**config.mk**
```make
export PLATFORM = sky130hd
export DESIGN_NAME = asr_ctrl
export DESIGN_NICKNAME = d
export VERILOG_FILES = /design/src/asr_pkg.sv /design/src/asr_tmr_if.sv /design/src/asr_phase_timer.sv /design/src/asr_ctrl.sv
export VERILOG_INCLUDE_DIRS = /design/src
export SDC_FILE = /design/constraint.sdc
export NUM_CORES = 1
export LEC_CHECK = 0
export ABC_CLOCK_PERIOD_IN_PS = 3950
export BUFFER_PORTS_ARGS = -buffer_cell sky130_fd_sc_hd__buf_2
export CAP_MARGIN = 15
export CORE_MARGIN = 4
export CORE_UTILIZATION = 55
export CTS_BUF_LIST = sky130_fd_sc_hd__clkbuf_4 sky130_fd_sc_hd__clkbuf_8
export DETAILED_ROUTE_END_ITERATION = 8
export GPL_ROUTABILITY_DRIVEN = 1
export PLACE_DENSITY = 0.85
export SYNTH_ARGS = -nofsm -noshare
export SYNTH_HDL_FRONTEND = slang
export SYNTH_SLANG_ARGS = --single-unit
```
**constraint.sdc**
```tcl
create_clock -name CLK -period 3.95 [get_ports CLK]
set_input_delay 0 -clock CLK [delete_from_list [all_inputs] [get_ports CLK]]
set_output_delay 0 -clock CLK [all_outputs]
set_load 0.005 [all_outputs]
```
**src/asr_params.svh**
```systemverilog
// Timing constants and pin widths for the asynchronous SRAM host controller
`ifndef ASR_PARAMS_SVH
`define ASR_PARAMS_SVH

`define ASR_ADDR_W 18
`define ASR_DATA_W 4
`define ASR_CLK_MHZ 25
`define ASR_CLK_PERIOD_NS 40
// Slower grade figures, in ns
`define ASR_READ_CYCLE_MIN_NS 10
`define ASR_ACCESS_MAX_NS 10
`define ASR_WRITE_PULSE_MIN_NS 7
`define ASR_WRITE_PULSE_OE_LOW_NS 10
`define ASR_WRITE_DATA_SETUP_NS 5
`define ASR_DESELECT_FLOAT_DELAY_NS 5
`define ASR_WRITE_CYCLE_MIN_NS 10
// Stages between a data pin and the captured read word
`define ASR_SYNC_CYC 3
// Cycles: minimums round up
`define ASR_CYC_UP(ns) (((ns) + `ASR_CLK_PERIOD_NS - 1) / `ASR_CLK_PERIOD_NS)
// Read phase covers access time plus the pin synchroniser
`define ASR_READ_CYC (`ASR_CYC_UP(`ASR_ACCESS_MAX_NS + `ASR_CLK_PERIOD_NS) + `ASR_SYNC_CYC)
`define ASR_WRITE_CYC `ASR_CYC_UP(`ASR_WRITE_PULSE_OE_LOW_NS)
`define ASR_FLOAT_CYC `ASR_CYC_UP(`ASR_DESELECT_FLOAT_DELAY_NS)

`endif

```
**src/asr_pkg.sv**
```systemverilog
// Types for the asynchronous SRAM host controller
`default_nettype none
package asr_pkg;
  typedef enum logic [1:0] {
    ASR_IDLE,
    ASR_READ,
    ASR_WRITE,
    ASR_FLOAT
  } asr_state_e;
endpackage : asr_pkg
`default_nettype wire

```
**src/asr_tmr_if.sv**
```systemverilog
// Interface between sequencer and phase timer
`timescale 1ns/1ns
`default_nettype none
interface asr_tmr_if;
  logic load;
  logic [3:0] count;
  logic done;
  modport seq (output load, output count, input done);
  modport tmr (input load, input count, output done);
endinterface : asr_tmr_if
`default_nettype wire

```
**src/asr_phase_timer.sv**
```systemverilog
// Phase timer that counts cycles for each pin phase
`timescale 1ns/1ns
`default_nettype none
module asr_phase_timer (
  // Clock and reset
  input wire logic CLK,
  input wire logic RST_N,
  // Sequencer side
  asr_tmr_if.tmr t
);
  logic [3:0] cnt_q;

  always_ff @(posedge CLK or negedge RST_N) begin
    if (!RST_N) begin
      cnt_q <= 4'h0;
    end else if (t.load) begin
      cnt_q <= t.count;
    end else if (cnt_q != 4'h0) begin
      cnt_q <= cnt_q - 4'h1;
    end
  end

  // Count alone decides done, so load and done form no loop
  assign t.done = (cnt_q == 4'h0);
endmodule : asr_phase_timer
`default_nettype wire

```
**src/asr_ctrl.sv**
```systemverilog
// Host controller that drives a 256K x 4 asynchronous SRAM
`include "asr_params.svh"
`timescale 1ns/1ns
`default_nettype none
module asr_ctrl (
  // Clock and reset
  input wire logic CLK,
  input wire logic RST_N,
  // User request
  input wire logic REQ_VALID,
  output logic REQ_READY,
  input wire logic REQ_WRITE,
  input wire logic [`ASR_ADDR_W-1:0] REQ_ADDR,
  input wire logic [`ASR_DATA_W-1:0] REQ_WDATA,
  // User answer
  output logic RSP_VALID,
  output logic [`ASR_DATA_W-1:0] RSP_RDATA,
  // Memory pins
  output logic [`ASR_ADDR_W-1:0] ADDRESS_LINES,
  output logic CS_N,
  output logic WE_N,
  output logic OE_N,
  input wire logic [`ASR_DATA_W-1:0] SHARED_DATA_PINS_I,
  output logic [`ASR_DATA_W-1:0] SHARED_DATA_PINS_O,
  output logic SHARED_DATA_PINS_OE
);
  asr_pkg::asr_state_e state_q;
  wire logic [`ASR_DATA_W-1:0] rd_sync;
  logic take;

  asr_tmr_if tmr ();

  asr_phase_timer u_timer (
    .CLK(CLK),
    .RST_N(RST_N),
    .t(tmr.tmr)
  );

  // ==========================================
  // Request acceptance
  // Spacing by float phase
  assign REQ_READY = (state_q == asr_pkg::ASR_IDLE);
  assign take = REQ_VALID && REQ_READY;

  always_comb begin
    tmr.load = 1'b0;
    tmr.count = 4'h0;
    if (take) begin
      tmr.load = 1'b1;
      tmr.count = REQ_WRITE ? 4'(`ASR_WRITE_CYC) : 4'(`ASR_READ_CYC);
    end else if ((state_q == asr_pkg::ASR_READ || state_q == asr_pkg::ASR_WRITE) && tmr.done) begin
      tmr.load = 1'b1;
      tmr.count = 4'(`ASR_FLOAT_CYC);
    end
  end

  // ==========================================
  // Sequencer
  always_ff @(posedge CLK or negedge RST_N) begin
    if (!RST_N) begin
      state_q <= asr_pkg::ASR_IDLE;
    end else begin
      unique case (state_q)
        asr_pkg::ASR_IDLE: begin
          if (take) begin
            state_q <= REQ_WRITE ? asr_pkg::ASR_WRITE : asr_pkg::ASR_READ;
          end
        end
        asr_pkg::ASR_READ, asr_pkg::ASR_WRITE: begin
          if (tmr.done) begin
            state_q <= asr_pkg::ASR_FLOAT;
          end
        end
        asr_pkg::ASR_FLOAT: begin
          if (tmr.done) begin
            state_q <= asr_pkg::ASR_IDLE;
          end
        end
      endcase
    end
  end

  // ==========================================
  // Address and write data
  // Address held from request to idle
  always_ff @(posedge CLK or negedge RST_N) begin
    if (!RST_N) begin
      ADDRESS_LINES <= '0;
    end else if (take) begin
      ADDRESS_LINES <= REQ_ADDR;
    end
  end

  always_ff @(posedge CLK or negedge RST_N) begin
    if (!RST_N) begin
      SHARED_DATA_PINS_O <= 4'h0;
    end else if (take) begin
      SHARED_DATA_PINS_O <= REQ_WDATA;
    end
  end

  // ==========================================
  // Strobes
  // Strobes fall one edge after address
  always_ff @(posedge CLK or negedge RST_N) begin
    if (!RST_N) begin
      CS_N <= 1'b1;
    end else begin
      CS_N <= !(state_q == asr_pkg::ASR_READ || state_q == asr_pkg::ASR_WRITE)
              || tmr.done;
    end
  end

  // Write ends on write enable rise
  always_ff @(posedge CLK or negedge RST_N) begin
    if (!RST_N) begin
      WE_N <= 1'b1;
    end else begin
      WE_N <= !(state_q == asr_pkg::ASR_WRITE) || tmr.done;
    end
  end

  always_ff @(posedge CLK or negedge RST_N) begin
    if (!RST_N) begin
      OE_N <= 1'b1;
    end else begin
      OE_N <= !(state_q == asr_pkg::ASR_READ) || tmr.done;
    end
  end

  always_ff @(posedge CLK or negedge RST_N) begin
    if (!RST_N) begin
      SHARED_DATA_PINS_OE <= 1'b0;
    end else begin
      SHARED_DATA_PINS_OE <= (state_q == asr_pkg::ASR_WRITE) && !tmr.done;
    end
  end

  // ==========================================
  // Read capture
  // Three stages per data pin
  for (genvar b = 0; b < `ASR_DATA_W; b = b + 1) begin : g_sync
    logic s1_q;
    logic s2_q;
    logic s3_q;
    logic hold_q;

    always_ff @(posedge CLK or negedge RST_N) begin
      if (!RST_N) begin
        s1_q <= 1'b0;
        s2_q <= 1'b0;
        s3_q <= 1'b0;
      end else begin
        s1_q <= SHARED_DATA_PINS_I[b];
        s2_q <= s1_q;
        s3_q <= s2_q;
      end
    end

    // Change counts once stages two and three agree
    always_ff @(posedge CLK or negedge RST_N) begin
      if (!RST_N) begin
        hold_q <= 1'b0;
      end else if (s2_q == s3_q) begin
        hold_q <= s3_q;
      end
    end

    assign rd_sync[b] = hold_q;
  end

  // ==========================================
  // Read answer
  // Sample after access and sync time
  always_ff @(posedge CLK or negedge RST_N) begin
    if (!RST_N) begin
      RSP_VALID <= 1'b0;
    end else begin
      RSP_VALID <= (state_q == asr_pkg::ASR_READ) && tmr.done;
    end
  end

  // Word held until the next read ends
  always_ff @(posedge CLK or negedge RST_N) begin
    if (!RST_N) begin
      RSP_RDATA <= 4'h0;
    end else if (state_q == asr_pkg::ASR_READ && tmr.done) begin
      RSP_RDATA <= rd_sync;
    end
  end
endmodule : asr_ctrl
`default_nettype wire

```
==> metrics.md, run 1 <==
| Metric | Value |
|---|---|
| Crit start category | `flip-flop` |
| Crit-path max cell delay | `0.63 ns` |
| Critical path endpoint category | `flip-flop` |
| Die Wd | `68.1 microns` |
| Tmin final | `2.11 ns` |
| Slew HR | `0.297` |
| Crit path cell chain | `inv_1, ha_1, nand2_1, mux2_2` |
| Seq pwr share | `0.473` |
| P_sw | `597 uW` |
| CTS buffer count | `5` |
| Share of the synthesized area in the top cell type | `0.631` |
| Placed cell count | `229` |
| # Post-CTS Setup Buffers | `0` |
| Simple-gate share of the synthesized area | `0.0473` |
| Post-synth top area cell | `dfrtp_1` |
| Via count | `1,346` |
| Critical path buffer and inverter count | `1` |
| Clk root buf | `clkbuf_4` |
| Die Ht | `68.1 microns` |
| RSZ-0062 raised after global routing | `false` |
| Post-synthesis xor/xnor area fraction | `0` |
| Htree depth | `2` |
| Synth unique cells | `21` |
| ANT cells | `0` |
| Family with the most delay on the worst path | `simple AND/OR/NAND/NOR gates` |
| Area contributors post-synth | `dfrtp_1 63%, mux2_2 13%, dfstp_2 4.0%` |
| Fmax | `0.474 GHz` |
| Hold WC Path Type | `in -> async` |
| Slew Limit Fails | `0` |
| Gpl congestion | `0.777` |
| CP Capture Point | `SHARED_DATA_PINS_O[3]$_DFFE_PN0P_` |
| Crit Path Class | `reg -> reg` |
| Port Buffers | `61` |
| Largest family of logic cells by synthesized area | `multiplexers` |
| Final Skew | `0.0128 ns` |
| Setup TNS | `0 ns` |
| Cts repair resizes | `0` |
| Wire per inst | `15.6 microns` |
| Worst EP arrival | `2.37 ns` |
| First-pass GRT wire length | `6.82 mm` |
| Post-synthesis compound-gate area fraction | `0.0145` |
| Clk slew on worst S/H paths | `0.15 ns` |
| Gr ovfl total | `0` |
| Maximum VDD drop | `0.476 mV` |
| Routed WL | `4.15 mm` |
| Initial Util | `0.581` |
| Layout cells sized above 1 | `0.466` |
| Final HPWL DP | `2.53 mm` |
| Syn Area/Cell | `15.9 sq um` |
| Clock Tree Buf Depth | `2` |
| CP max FO | `25` |
| YS warnings | `0` |
| Initial DRC count | `50` |
| Synth Instances | `125` |
| Hold-fix buffers, CTS | `29` |
| Power Density | `679 mW/mm^2` |
| Status | `completed` |
| FF-to-FF path depth | `4` |
| Gr usage total | `0.205` |
| Clock power frac | `0.134` |
| Syn Nets | `161` |
| CTS tree | `built` |
| Core area | `0.00342 sq mm` |
| Max_cap viols | `0` |
| Final hold viol count | `0` |
| Initial DRT Pass Iterations | `4` |
| Worst r2r src | `state_q[0]$_DFFE_PN0P_` |
| Critical path depth | `4` |
| Area Overhead vs Synth | `35.9%` |
| Critical path origin | `state_q[0]$_DFFE_PN0P_` |
| Power share of the combinational group | `0.393` |
| Via/cell ratio | `5.04` |
| Period utilisation layout | `0.535` |
| Max stage delay cell, worst path | `nand2_1` |
| RR Endpoint | `SHARED_DATA_PINS_O[3]$_DFFE_PN0P_` |
| Sw frac | `0.326` |
| Largest net degree at the start of global routing | `54` |
| Io pins | `62` |
| LEAKAGE | `0.00132 uW` |
| Critical path data required time | `4.21 ns` |
| Initial antenna violation count | `0` |
| #FFs+latches synth | `53` |
| CTS sink cnt | `53` |
| Endpoints failing setup | `0` |
| Die area | `0.00463 sq mm` |
| Fin cells | `267` |
| Reg-to-reg setup timing slack | `1.84 ns` |
| Worst-margin pin slew | `1.05 ns` |
| Worst-Skew Late Latency | `0.36 ns` |
| DRT antenna net count | `0` |
| Total Nets Final | `256` |
| Seq/Total Area, Yosys | `0.670` |
| Syn Std Cell Area | `0.00198 sq mm` |
| DRC viols | `0` |
| Vias in the first global route | `1,456` |
| Pint | `1230 uW` |
| Mux cell area share after synthesis | `0.186` |
| Synth Area in Adders | `0.0580` |
| # rows | `21` |
cells in the mapped netlist:
cell type,instances
nor3_1,2
buf_8,1
nand2_1,6
inv_1,6
buf_2,2
mux2_2,23
maj3_1,4
and2_4,1
nor3_2,1
o21a_1,1
dfstp_2,3
mux2_4,4
dfrtp_1,50
o22ai_1,1
a21oi_1,1
mux2i_1,5
o21ai_0,2
ha_1,6
nor2_1,4
nor3b_4,1
or3b_1,1
per-stage QoR:
stage / cell area [sq um] / power (uW) / hold WS [ns] / setup slack (ns) / util
floorplan: 1980 / 1280 / -0.296 / 2.39 / -
global placement: 2320 / 1500 / 0.109 / 2.05 / 0.680
detailed placement: 2320 / 1550 / 0.110 / 1.93 / 0.680
CTS: 2680 / 1810 / 0.255 / 1.92 / 0.784
global route: 2700 / 1960 / 0.0121 / 1.74 / 0.790
finish: 2700 / 1830 / 0.0136 / 1.84 / 0.790
cell families (layout without fill, tap and decap cells):
logic type                 count (synthesis)  after routing
muxes                                     32             32
adders and majority gates                 10             10
DFF                                       53             53
and+or+nand+nor                           16             16
buffers and inverters                      9            105
AOI/OAI and AO/OA                          5              5
registers in the layout, indices dropped and copies added (netlist names):
signal               cells
ADDRESS_LINES           18
RSP_RDATA                4
SHARED_DATA_PINS_O       4
g_sync.hold_q            4
g_sync.s1_q              4
g_sync.s2_q              4
g_sync.s3_q              4
u_timer.cnt_q            4
state_q                  2
CS_N                     1
OE_N                     1
RSP_VALID                1
SHARED_DATA_PINS_OE      1
WE_N                     1
area by class of cell:
type / instances / area (sq um)
multi-input cells: 63 / 607
fillers: 194 / 718
clock inverters: 2 / 13.8
flip-flops and latches: 53 / 1330
repair buffers: 91 / 616
inverters: 6 / 22.5
well taps: 46 / 57.6
clock buffers: 6 / 51.3
power by group through the flow:
| stage | Clock (uW) | Combinational, uW | Sequential (uW) |
|---|---|---|---|
| floorplan | 0 | 405 | 874 |
| global placement | 0 | 642 | 855 |
| detailed placement | 0 | 681 | 865 |
| CTS | 252 | 705 | 857 |
| global route | 276 | 792 | 888 |
| finish | 245 | 721 | 866 |
layer usage:
metal	GRT usage	up-vias	share of wire	routed length, microns
li1	-	614	-	-
met1	0.241	677	0.39	1630
met2	0.348	43	0.52	2160
met3	0.0608	12	0.063	263
met4	0.0868	0	0.025	104
met5	0	-	0	0
layout by cell type, fill, tap and decap left out, drive strengths merged:
cell,count
a21oi,1
and2,1
buf,62
clkbuf,6
clkinv,2
dfrtp,50
dfstp,3
dlygate4sd3,29
ha,6
inv,6
maj3,4
mux2,27
mux2i,5
nand2,6
nor2,4
nor3,3
nor3b,1
o21a,1
o21ai,2
o22ai,1
or3b,1
worst min path at each step:
| stage | endpoint | from |
|---|---|---|
| after detailed placement | g_sync[2].s1_q$_DFF_PN0_ | SHARED_DATA_PINS_I[2] |
| after floorplan | ADDRESS_LINES[0]$_DFFE_PN0P_ | RST_N |
| final | SHARED_DATA_PINS_OE$_DFF_PN0_ | RST_N |
| after global routing | SHARED_DATA_PINS_OE$_DFF_PN0_ | RST_N |
| after CTS | g_sync[3].s1_q$_DFF_PN0_ | SHARED_DATA_PINS_I[3] |
| after global placement | g_sync[1].s1_q$_DFF_PN0_ | SHARED_DATA_PINS_I[1] |
Power figures use the tool's default switching activity.
==> run 2, diff against run 1 <==
--- a/config.mk
+++ b/config.mk
@@ -6,15 +6,15 @@
 export SDC_FILE = /design/constraint.sdc
 export NUM_CORES = 1
 export LEC_CHECK = 0
-export ABC_CLOCK_PERIOD_IN_PS = 3950
+export ABC_CLOCK_PERIOD_IN_PS = 2180
 export BUFFER_PORTS_ARGS = -buffer_cell sky130_fd_sc_hd__buf_2
 export CAP_MARGIN = 15
 export CORE_MARGIN = 4
-export CORE_UTILIZATION = 55
+export CORE_UTILIZATION = 52
 export CTS_BUF_LIST = sky130_fd_sc_hd__clkbuf_4 sky130_fd_sc_hd__clkbuf_8
 export DETAILED_ROUTE_END_ITERATION = 8
 export GPL_ROUTABILITY_DRIVEN = 1
-export PLACE_DENSITY = 0.85
+export PLACE_DENSITY = 0.81
 export SYNTH_ARGS = -nofsm -noshare
 export SYNTH_HDL_FRONTEND = slang
 export SYNTH_SLANG_ARGS = --single-unit
==> constraint.sdc (replaced) <==
create_clock -name CLK -period 2.18 [get_ports CLK]
set_input_delay 0 -clock CLK [delete_from_list [all_inputs] [get_ports CLK]]
set_output_delay 0 -clock CLK [all_outputs]
set_load 0.005 [all_outputs]
==> run 2 against run 1 <==
Compared with the run above:
- setup slack worse by 1.3 ns
- core utilization is 4.4 points lower
- highest routed layer unchanged
- global-route usage down 2.4 points
- die area grew 5.1%
- routed wire length is 4.0% lower
- maximum frequency is 28% higher
- hold slack better by 0.30 ns
- clock skew down 0.0094 ns
- critical path type unchanged
==> metrics.md, run 2 (synthesized netlist as in run 1, its figures left out) <==
| Metric | Value |
|---|---|
| RSZ-0062 raised after global routing | `false` |
| Placed cell count | `233` |
| Tmin final | `1.65 ns` |
| Hold WC Path Type | `in -> async` |
| Power Density | `1250 mW/mm^2` |
| Die Wd | `69.8 microns` |
| Wire per inst | `14.8 microns` |
| Core area | `0.00366 sq mm` |
| Gpl congestion | `0.806` |
| Initial Util | `0.542` |
| FF-to-FF path depth | `5` |
| Worst-Skew Late Latency | `0.29 ns` |
| Endpoints failing setup | `0` |
| ANT cells | `0` |
| Commonest cells after routing, fill and taps aside | `61 x buf_2, 50 x dfrtp_1, 29 x dlygate4sd3_1, 23 x mux2_2, 7 x clkbuf_8` |
| Family with the most delay on the worst path | `flip-flops` |
| Htree depth | `2` |
| Status | `completed` |
| Gr ovfl total | `0` |
| Setup TNS | `0 ns` |
| Critical path origin | `state_q[0]$_DFFE_PN0P_` |
| # fillers | `229` |
| DRT antenna net count | `0` |
| Seq pwr share | `0.458` |
| Final HPWL DP | `2.60 mm` |
| Initial DRT Pass Iterations | `4` |
| Area taken by multi-input logic gates | `607 sq um` |
| Critical path buffer and inverter count | `2` |
| Gr usage total | `0.181` |
| Cts repair resizes | `0` |
| Largest register FFs | `18` |
| Via count | `1,295` |
| Setup slack at placement | `0.555 ns` |
| CTS tree | `built` |
| Crit Path Class | `reg -> reg` |
| Clock Tree Buf Depth | `2` |
| Max stage delay cell, worst path | `dfrtp_1` |
| Fin cells | `270` |
| Critical path endpoint category | `flip-flop` |
| Worst-margin pin slew | `0.753 ns` |
| Layout cells sized above 1 | `0.468` |
| Initial antenna violation count | `0` |
| Storage cell area | `0.00133 sq mm` |
| Period utilisation layout | `0.755` |
| Slew HR | `0.498` |
| CP max FO | `25` |
| Final Skew | `0.00339 ns` |
| LEAKAGE | `0.00134 uW` |
| Hold-fix buffers, CTS | `29` |
| Pint | `2370 uW` |
| Io pins | `62` |
| Via/cell ratio | `4.80` |
| Crit path cell chain | `inv_1, ha_1, nand2_1, buf_4, mux2_2` |
| Sw frac | `0.306` |
| Reg-to-reg setup timing slack | `0.53 ns` |
| Largest net degree at the start of global routing | `36` |
| CTS buffer count | `5` |
| Worst r2r src | `state_q[0]$_DFFE_PN0P_` |
| Fmax | `0.607 GHz` |
| # Post-CTS Setup Buffers | `0` |
| P_sw | `1040 uW` |
| RR Endpoint | `ADDRESS_LINES[13]$_DFFE_PN0P_` |
| Power share of the combinational group | `0.375` |
| Hold Slack | `0.315 ns` |
| Critical path data required time | `2.36 ns` |
| Die Ht | `69.8 microns` |
| Worst Slack Setup Final | `0.534 ns` |
| Initial DRC count | `71` |
| Commonest non-fill, non-tap cell in the layout | `buf_2` |
| Port Buffers | `61` |
| Area Overhead vs Synth | `37.6%` |
| Worst EP arrival | `1.83 ns` |
| Final hold viol count | `0` |
| Maximum VDD drop | `0.758 mV` |
| Max_cap viols | `0` |
| Die area | `0.00487 sq mm` |
| DRC viols | `0` |
| Slew Limit Fails | `0` |
| Crit start category | `flip-flop` |
| Vias in the first global route | `1,467` |
| Clk slew on worst S/H paths | `0.08 ns` |
| Crit-path max cell delay | `0.40 ns` |
| Routed WL | `3.99 mm` |
| Biggest register | `ADDRESS_LINES` |
| # rows | `22` |
| Clock power frac | `0.167` |
| First-pass GRT wire length | `6.84 mm` |
| CTS sink cnt | `53` |
| Total Nets Final | `257` |
| Clk root buf | `clkbuf_8` |
-- run 2: per-stage QoR --
stage	area (sq um)	utilization	total power (uW)
6_report	2730	0.746	3410
5_1_grt	2730	0.746	3650
4_1_cts	2730	0.746	3430
3_5_place_dp	2340	0.639	2810
3_3_place_gp	2340	0.639	2730
2_1_floorplan	1980	-	2320
-- run 2: cell type report --
type                       instances  share of cell area
sequential                        53               0.487
inverter                           6             0.00825
multi-input combinational         63               0.222
timing repair buffer              92               0.224
clock buffer                       7              0.0353
tap                               48              0.0220
clock inverter                     1             0.00183
-- run 2: worst max-delay path by stage --
stage,endpoint,cells after the start
2_1_floorplan,ADDRESS_LINES[12]$_DFFE_PN0P_,5
3_3_place_gp,ADDRESS_LINES[15]$_DFFE_PN0P_,5
3_5_place_dp,ADDRESS_LINES[15]$_DFFE_PN0P_,5
4_1_cts,RSP_RDATA[2]$_DFFE_PN0P_,5
5_1_grt,ADDRESS_LINES[13]$_DFFE_PN0P_,5
6_report,ADDRESS_LINES[13]$_DFFE_PN0P_,5
-- run 2: power groups by stage --
stage          clock network (uW)  registers, uW  logic [uW]
6_report                      570           1560        1280
5_1_grt                       627           1610        1410
4_1_cts                       592           1560        1280
3_5_place_dp                    0           1570        1240
3_3_place_gp                    0           1550        1180
2_1_floorplan                   0           1580         734
-- run 2: layer usage --
layer  global-route usage  vias up  wire length [microns]
met1                0.209      626                   1560
met5                    0        -                      0
met3               0.0435       11                    212
met4               0.0872        0                    114
met2                0.313       50                   2100
li1                     -      608                      -
==> run 3, diff against run 2 <==
--- a/config.mk
+++ b/config.mk
@@ -6,7 +6,7 @@
 export SDC_FILE = /design/constraint.sdc
 export NUM_CORES = 1
 export LEC_CHECK = 0
-export ABC_CLOCK_PERIOD_IN_PS = 2180
+export ABC_CLOCK_PERIOD_IN_PS = 1600
 export BUFFER_PORTS_ARGS = -buffer_cell sky130_fd_sc_hd__buf_2
 export CAP_MARGIN = 15
 export CORE_MARGIN = 4
==> constraint.sdc (replaced) <==
create_clock -name CLK -period 1.6 [get_ports CLK]
set_input_delay 0 -clock CLK [delete_from_list [all_inputs] [get_ports CLK]]
set_output_delay 0 -clock CLK [all_outputs]
set_load 0.005 [all_outputs]
==> run 3 against run 2 <==
Compared with the run above:
- via count grew 2.1%
- first-iteration DRC count shrank 1.4%
- sequential power grew 38%
- power grew 47%
- sequential share of layout area shrank 1.6 points
- design area grew 3.4%
- cell count grew 1.5%
- non-clock buffer count grew 3
- core utilization grew 2.5 points
- global-route usage grew 0.90 points
==> metrics.md, run 3 (synthesized netlist as in run 1, its figures left out) <==
| Metric | Value |
|---|---|
| CTS buffer count | `5` |
| DP Area | `0.00239 sq mm` |
| Family with the most delay on the worst path | `simple AND/OR/NAND/NOR gates` |
| Final Skew | `0.00469 ns` |
| Crit start category | `flip-flop` |
| Period utilisation layout | `0.982` |
| Largest net degree at the start of global routing | `54` |
| Wire per inst | `16.3 microns` |
| Vias in the first global route | `1,478` |
| Worst-margin pin slew | `0.275 ns` |
| Fin cells | `274` |
| Initial antenna violation count | `1` |
| Final instance area | `0.00282 sq mm` |
| Endpoints failing setup | `0` |
| First-pass GRT wire length | `7.23 mm` |
| Clk slew on worst S/H paths | `0.09 ns` |
| Die Wd | `69.8 microns` |
| CP max FO | `5` |
| Critical path buffer and inverter count | `1` |
| Clock Tree Buf Depth | `2` |
| Crit Path Class | `reg -> reg` |
| Slew Limit Fails | `0` |
| Hold Slack | `0.211 ns` |
| Initial DRC count | `70` |
| Reg-to-reg setup timing slack | `0.03 ns` |
| Io pins | `62` |
| M2 GR Usage | `0.340` |
| LEAKAGE | `0.00138 uW` |
| Via/cell ratio | `4.82` |
| Critical path data required time | `1.79 ns` |
| CTS sink cnt | `53` |
| Commonest cells after routing, fill and taps aside | `61 x buf_2, 50 x dfrtp_1, 29 x dlygate4sd3_1, 23 x mux2_2` |
| Htree depth | `2` |
| Worst-Skew Late Latency | `0.30 ns` |
| CTS tree | `built` |
| Final HPWL DP | `2.77 mm` |
| Final hold viol count | `0` |
| Crit path cell chain | `inv_1, ha_4, nor3b_4, and2_4, mux2_4` |
| Port Buffers | `61` |
| Worst EP arrival | `1.76 ns` |
| Via count | `1,322` |
| Max_cap viols | `0` |
| Met3 usage | `0.0493` |
| Crit-path max cell delay | `0.41 ns` |
| Die Ht | `69.8 microns` |
| Total power | `5010 uW` |
| Status | `completed` |
| Largest register FFs | `18` |
| Clk root buf | `clkbuf_8` |
| Routed WL | `4.48 mm` |
| Area Overhead vs Synth | `42.3%` |
| Initial DRT Pass Iterations | `4` |
| Fmax | `0.637 GHz` |
| DRC viols | `0` |
| Hold WC Path Type | `in -> async` |
| Commonest non-fill, non-tap cell in the layout | `buf_2` |
| Core area | `0.00366 sq mm` |
| Max stage delay cell, worst path | `dfrtp_1` |
| Placed cell count | `236` |
| Critical path origin | `u_timer.cnt_q[1]$_DFFE_PN0P_` |
| Biggest register | `ADDRESS_LINES` |
| Power Density | `1770 mW/mm^2` |
| Critical path endpoint category | `flip-flop` |
| Maximum VDD drop | `1.17 mV` |
| GRT met1 Usage | `0.217` |
| Gpl congestion | `0.763` |
| Global routing's busiest layer | `met2` |
| Layout cells sized above 1 | `0.493` |
| Gr usage total | `0.190` |
| Slew HR | `0.817` |
| # rows | `22` |
| Tmin final | `1.57 ns` |
| DRT antenna net count | `0` |
| Final core occ | `0.771` |
| Initial Util | `0.542` |
| Gr ovfl total | `0` |
| Die area | `0.00487 sq mm` |
| Worst r2r src | `u_timer.cnt_q[1]$_DFFE_PN0P_` |
| Total Nets Final | `260` |
## run 3: worst paths after layout
path                       cells past startpoint                        to
min reg2reg                                    0  g_sync[1].s2_q$_DFF_PN0_
max in group asynchronous                      3            CS_N$_DFF_PN1_
max                                            5  RSP_RDATA[3]$_DFFE_PN0P_
max reg2reg                                    5  RSP_RDATA[3]$_DFFE_PN0P_
min                                            3  g_sync[0].s3_q$_DFF_PN0_
min in group CLK                               2  g_sync[0].s1_q$_DFF_PN0_
## run 3: through the flow
step,worst slack (ns),TNS (ns)
after detailed placement,-0.0415,-0.0415
after global routing,-0.0283,-0.120
after CTS,0.00209,0
after global placement,0.131,0
after floorplan,0.0384,0
final,0.0292,0
## run 3: worst reg2reg max path, stage by stage (launching register included)
cell	delay, ns
dfrtp_1	0.41
inv_1	0.16
ha_4	0.18
nor3b_4	0.20
and2_4	0.22
mux2_4	0.30
## run 3: per-layer routing
layer  up-vias  part of all wire
met1       649              0.38
met2        45              0.53
met3        10             0.056
met5         -                 0
met4         0             0.031
li1        618                 -
## run 3: layout make-up
class / instances / area, sq um
flip-flops and latches: 53 / 1330
fillers: 214 / 837
repair buffers: 95 / 658
multi-input cells: 63 / 631
clock buffers: 7 / 90.1
well taps: 48 / 60.1
clock inverters: 1 / 30.0
inverters: 6 / 22.5
diodes: 1 / 2.50
## run 3: what timing repair did
item	in CTS	in global routing
endpoints found under the setup margin	1	28
hold buffers	29	0
hold endpoints to repair	81	0
setup buffers	0	0
resized for setup	1	4
## run 3: power breakdown
group / internal [uW] / total (uW) / switching, uW / leakage [uW]
Combinational: 1080 / 1920 / 844 / 0.000690
Clock: 527 / 930 / 404 / 0.0000619
Sequential: 1860 / 2150 / 296 / 0.000627
Total: 3470 / 5010 / 1540 / 0.00138
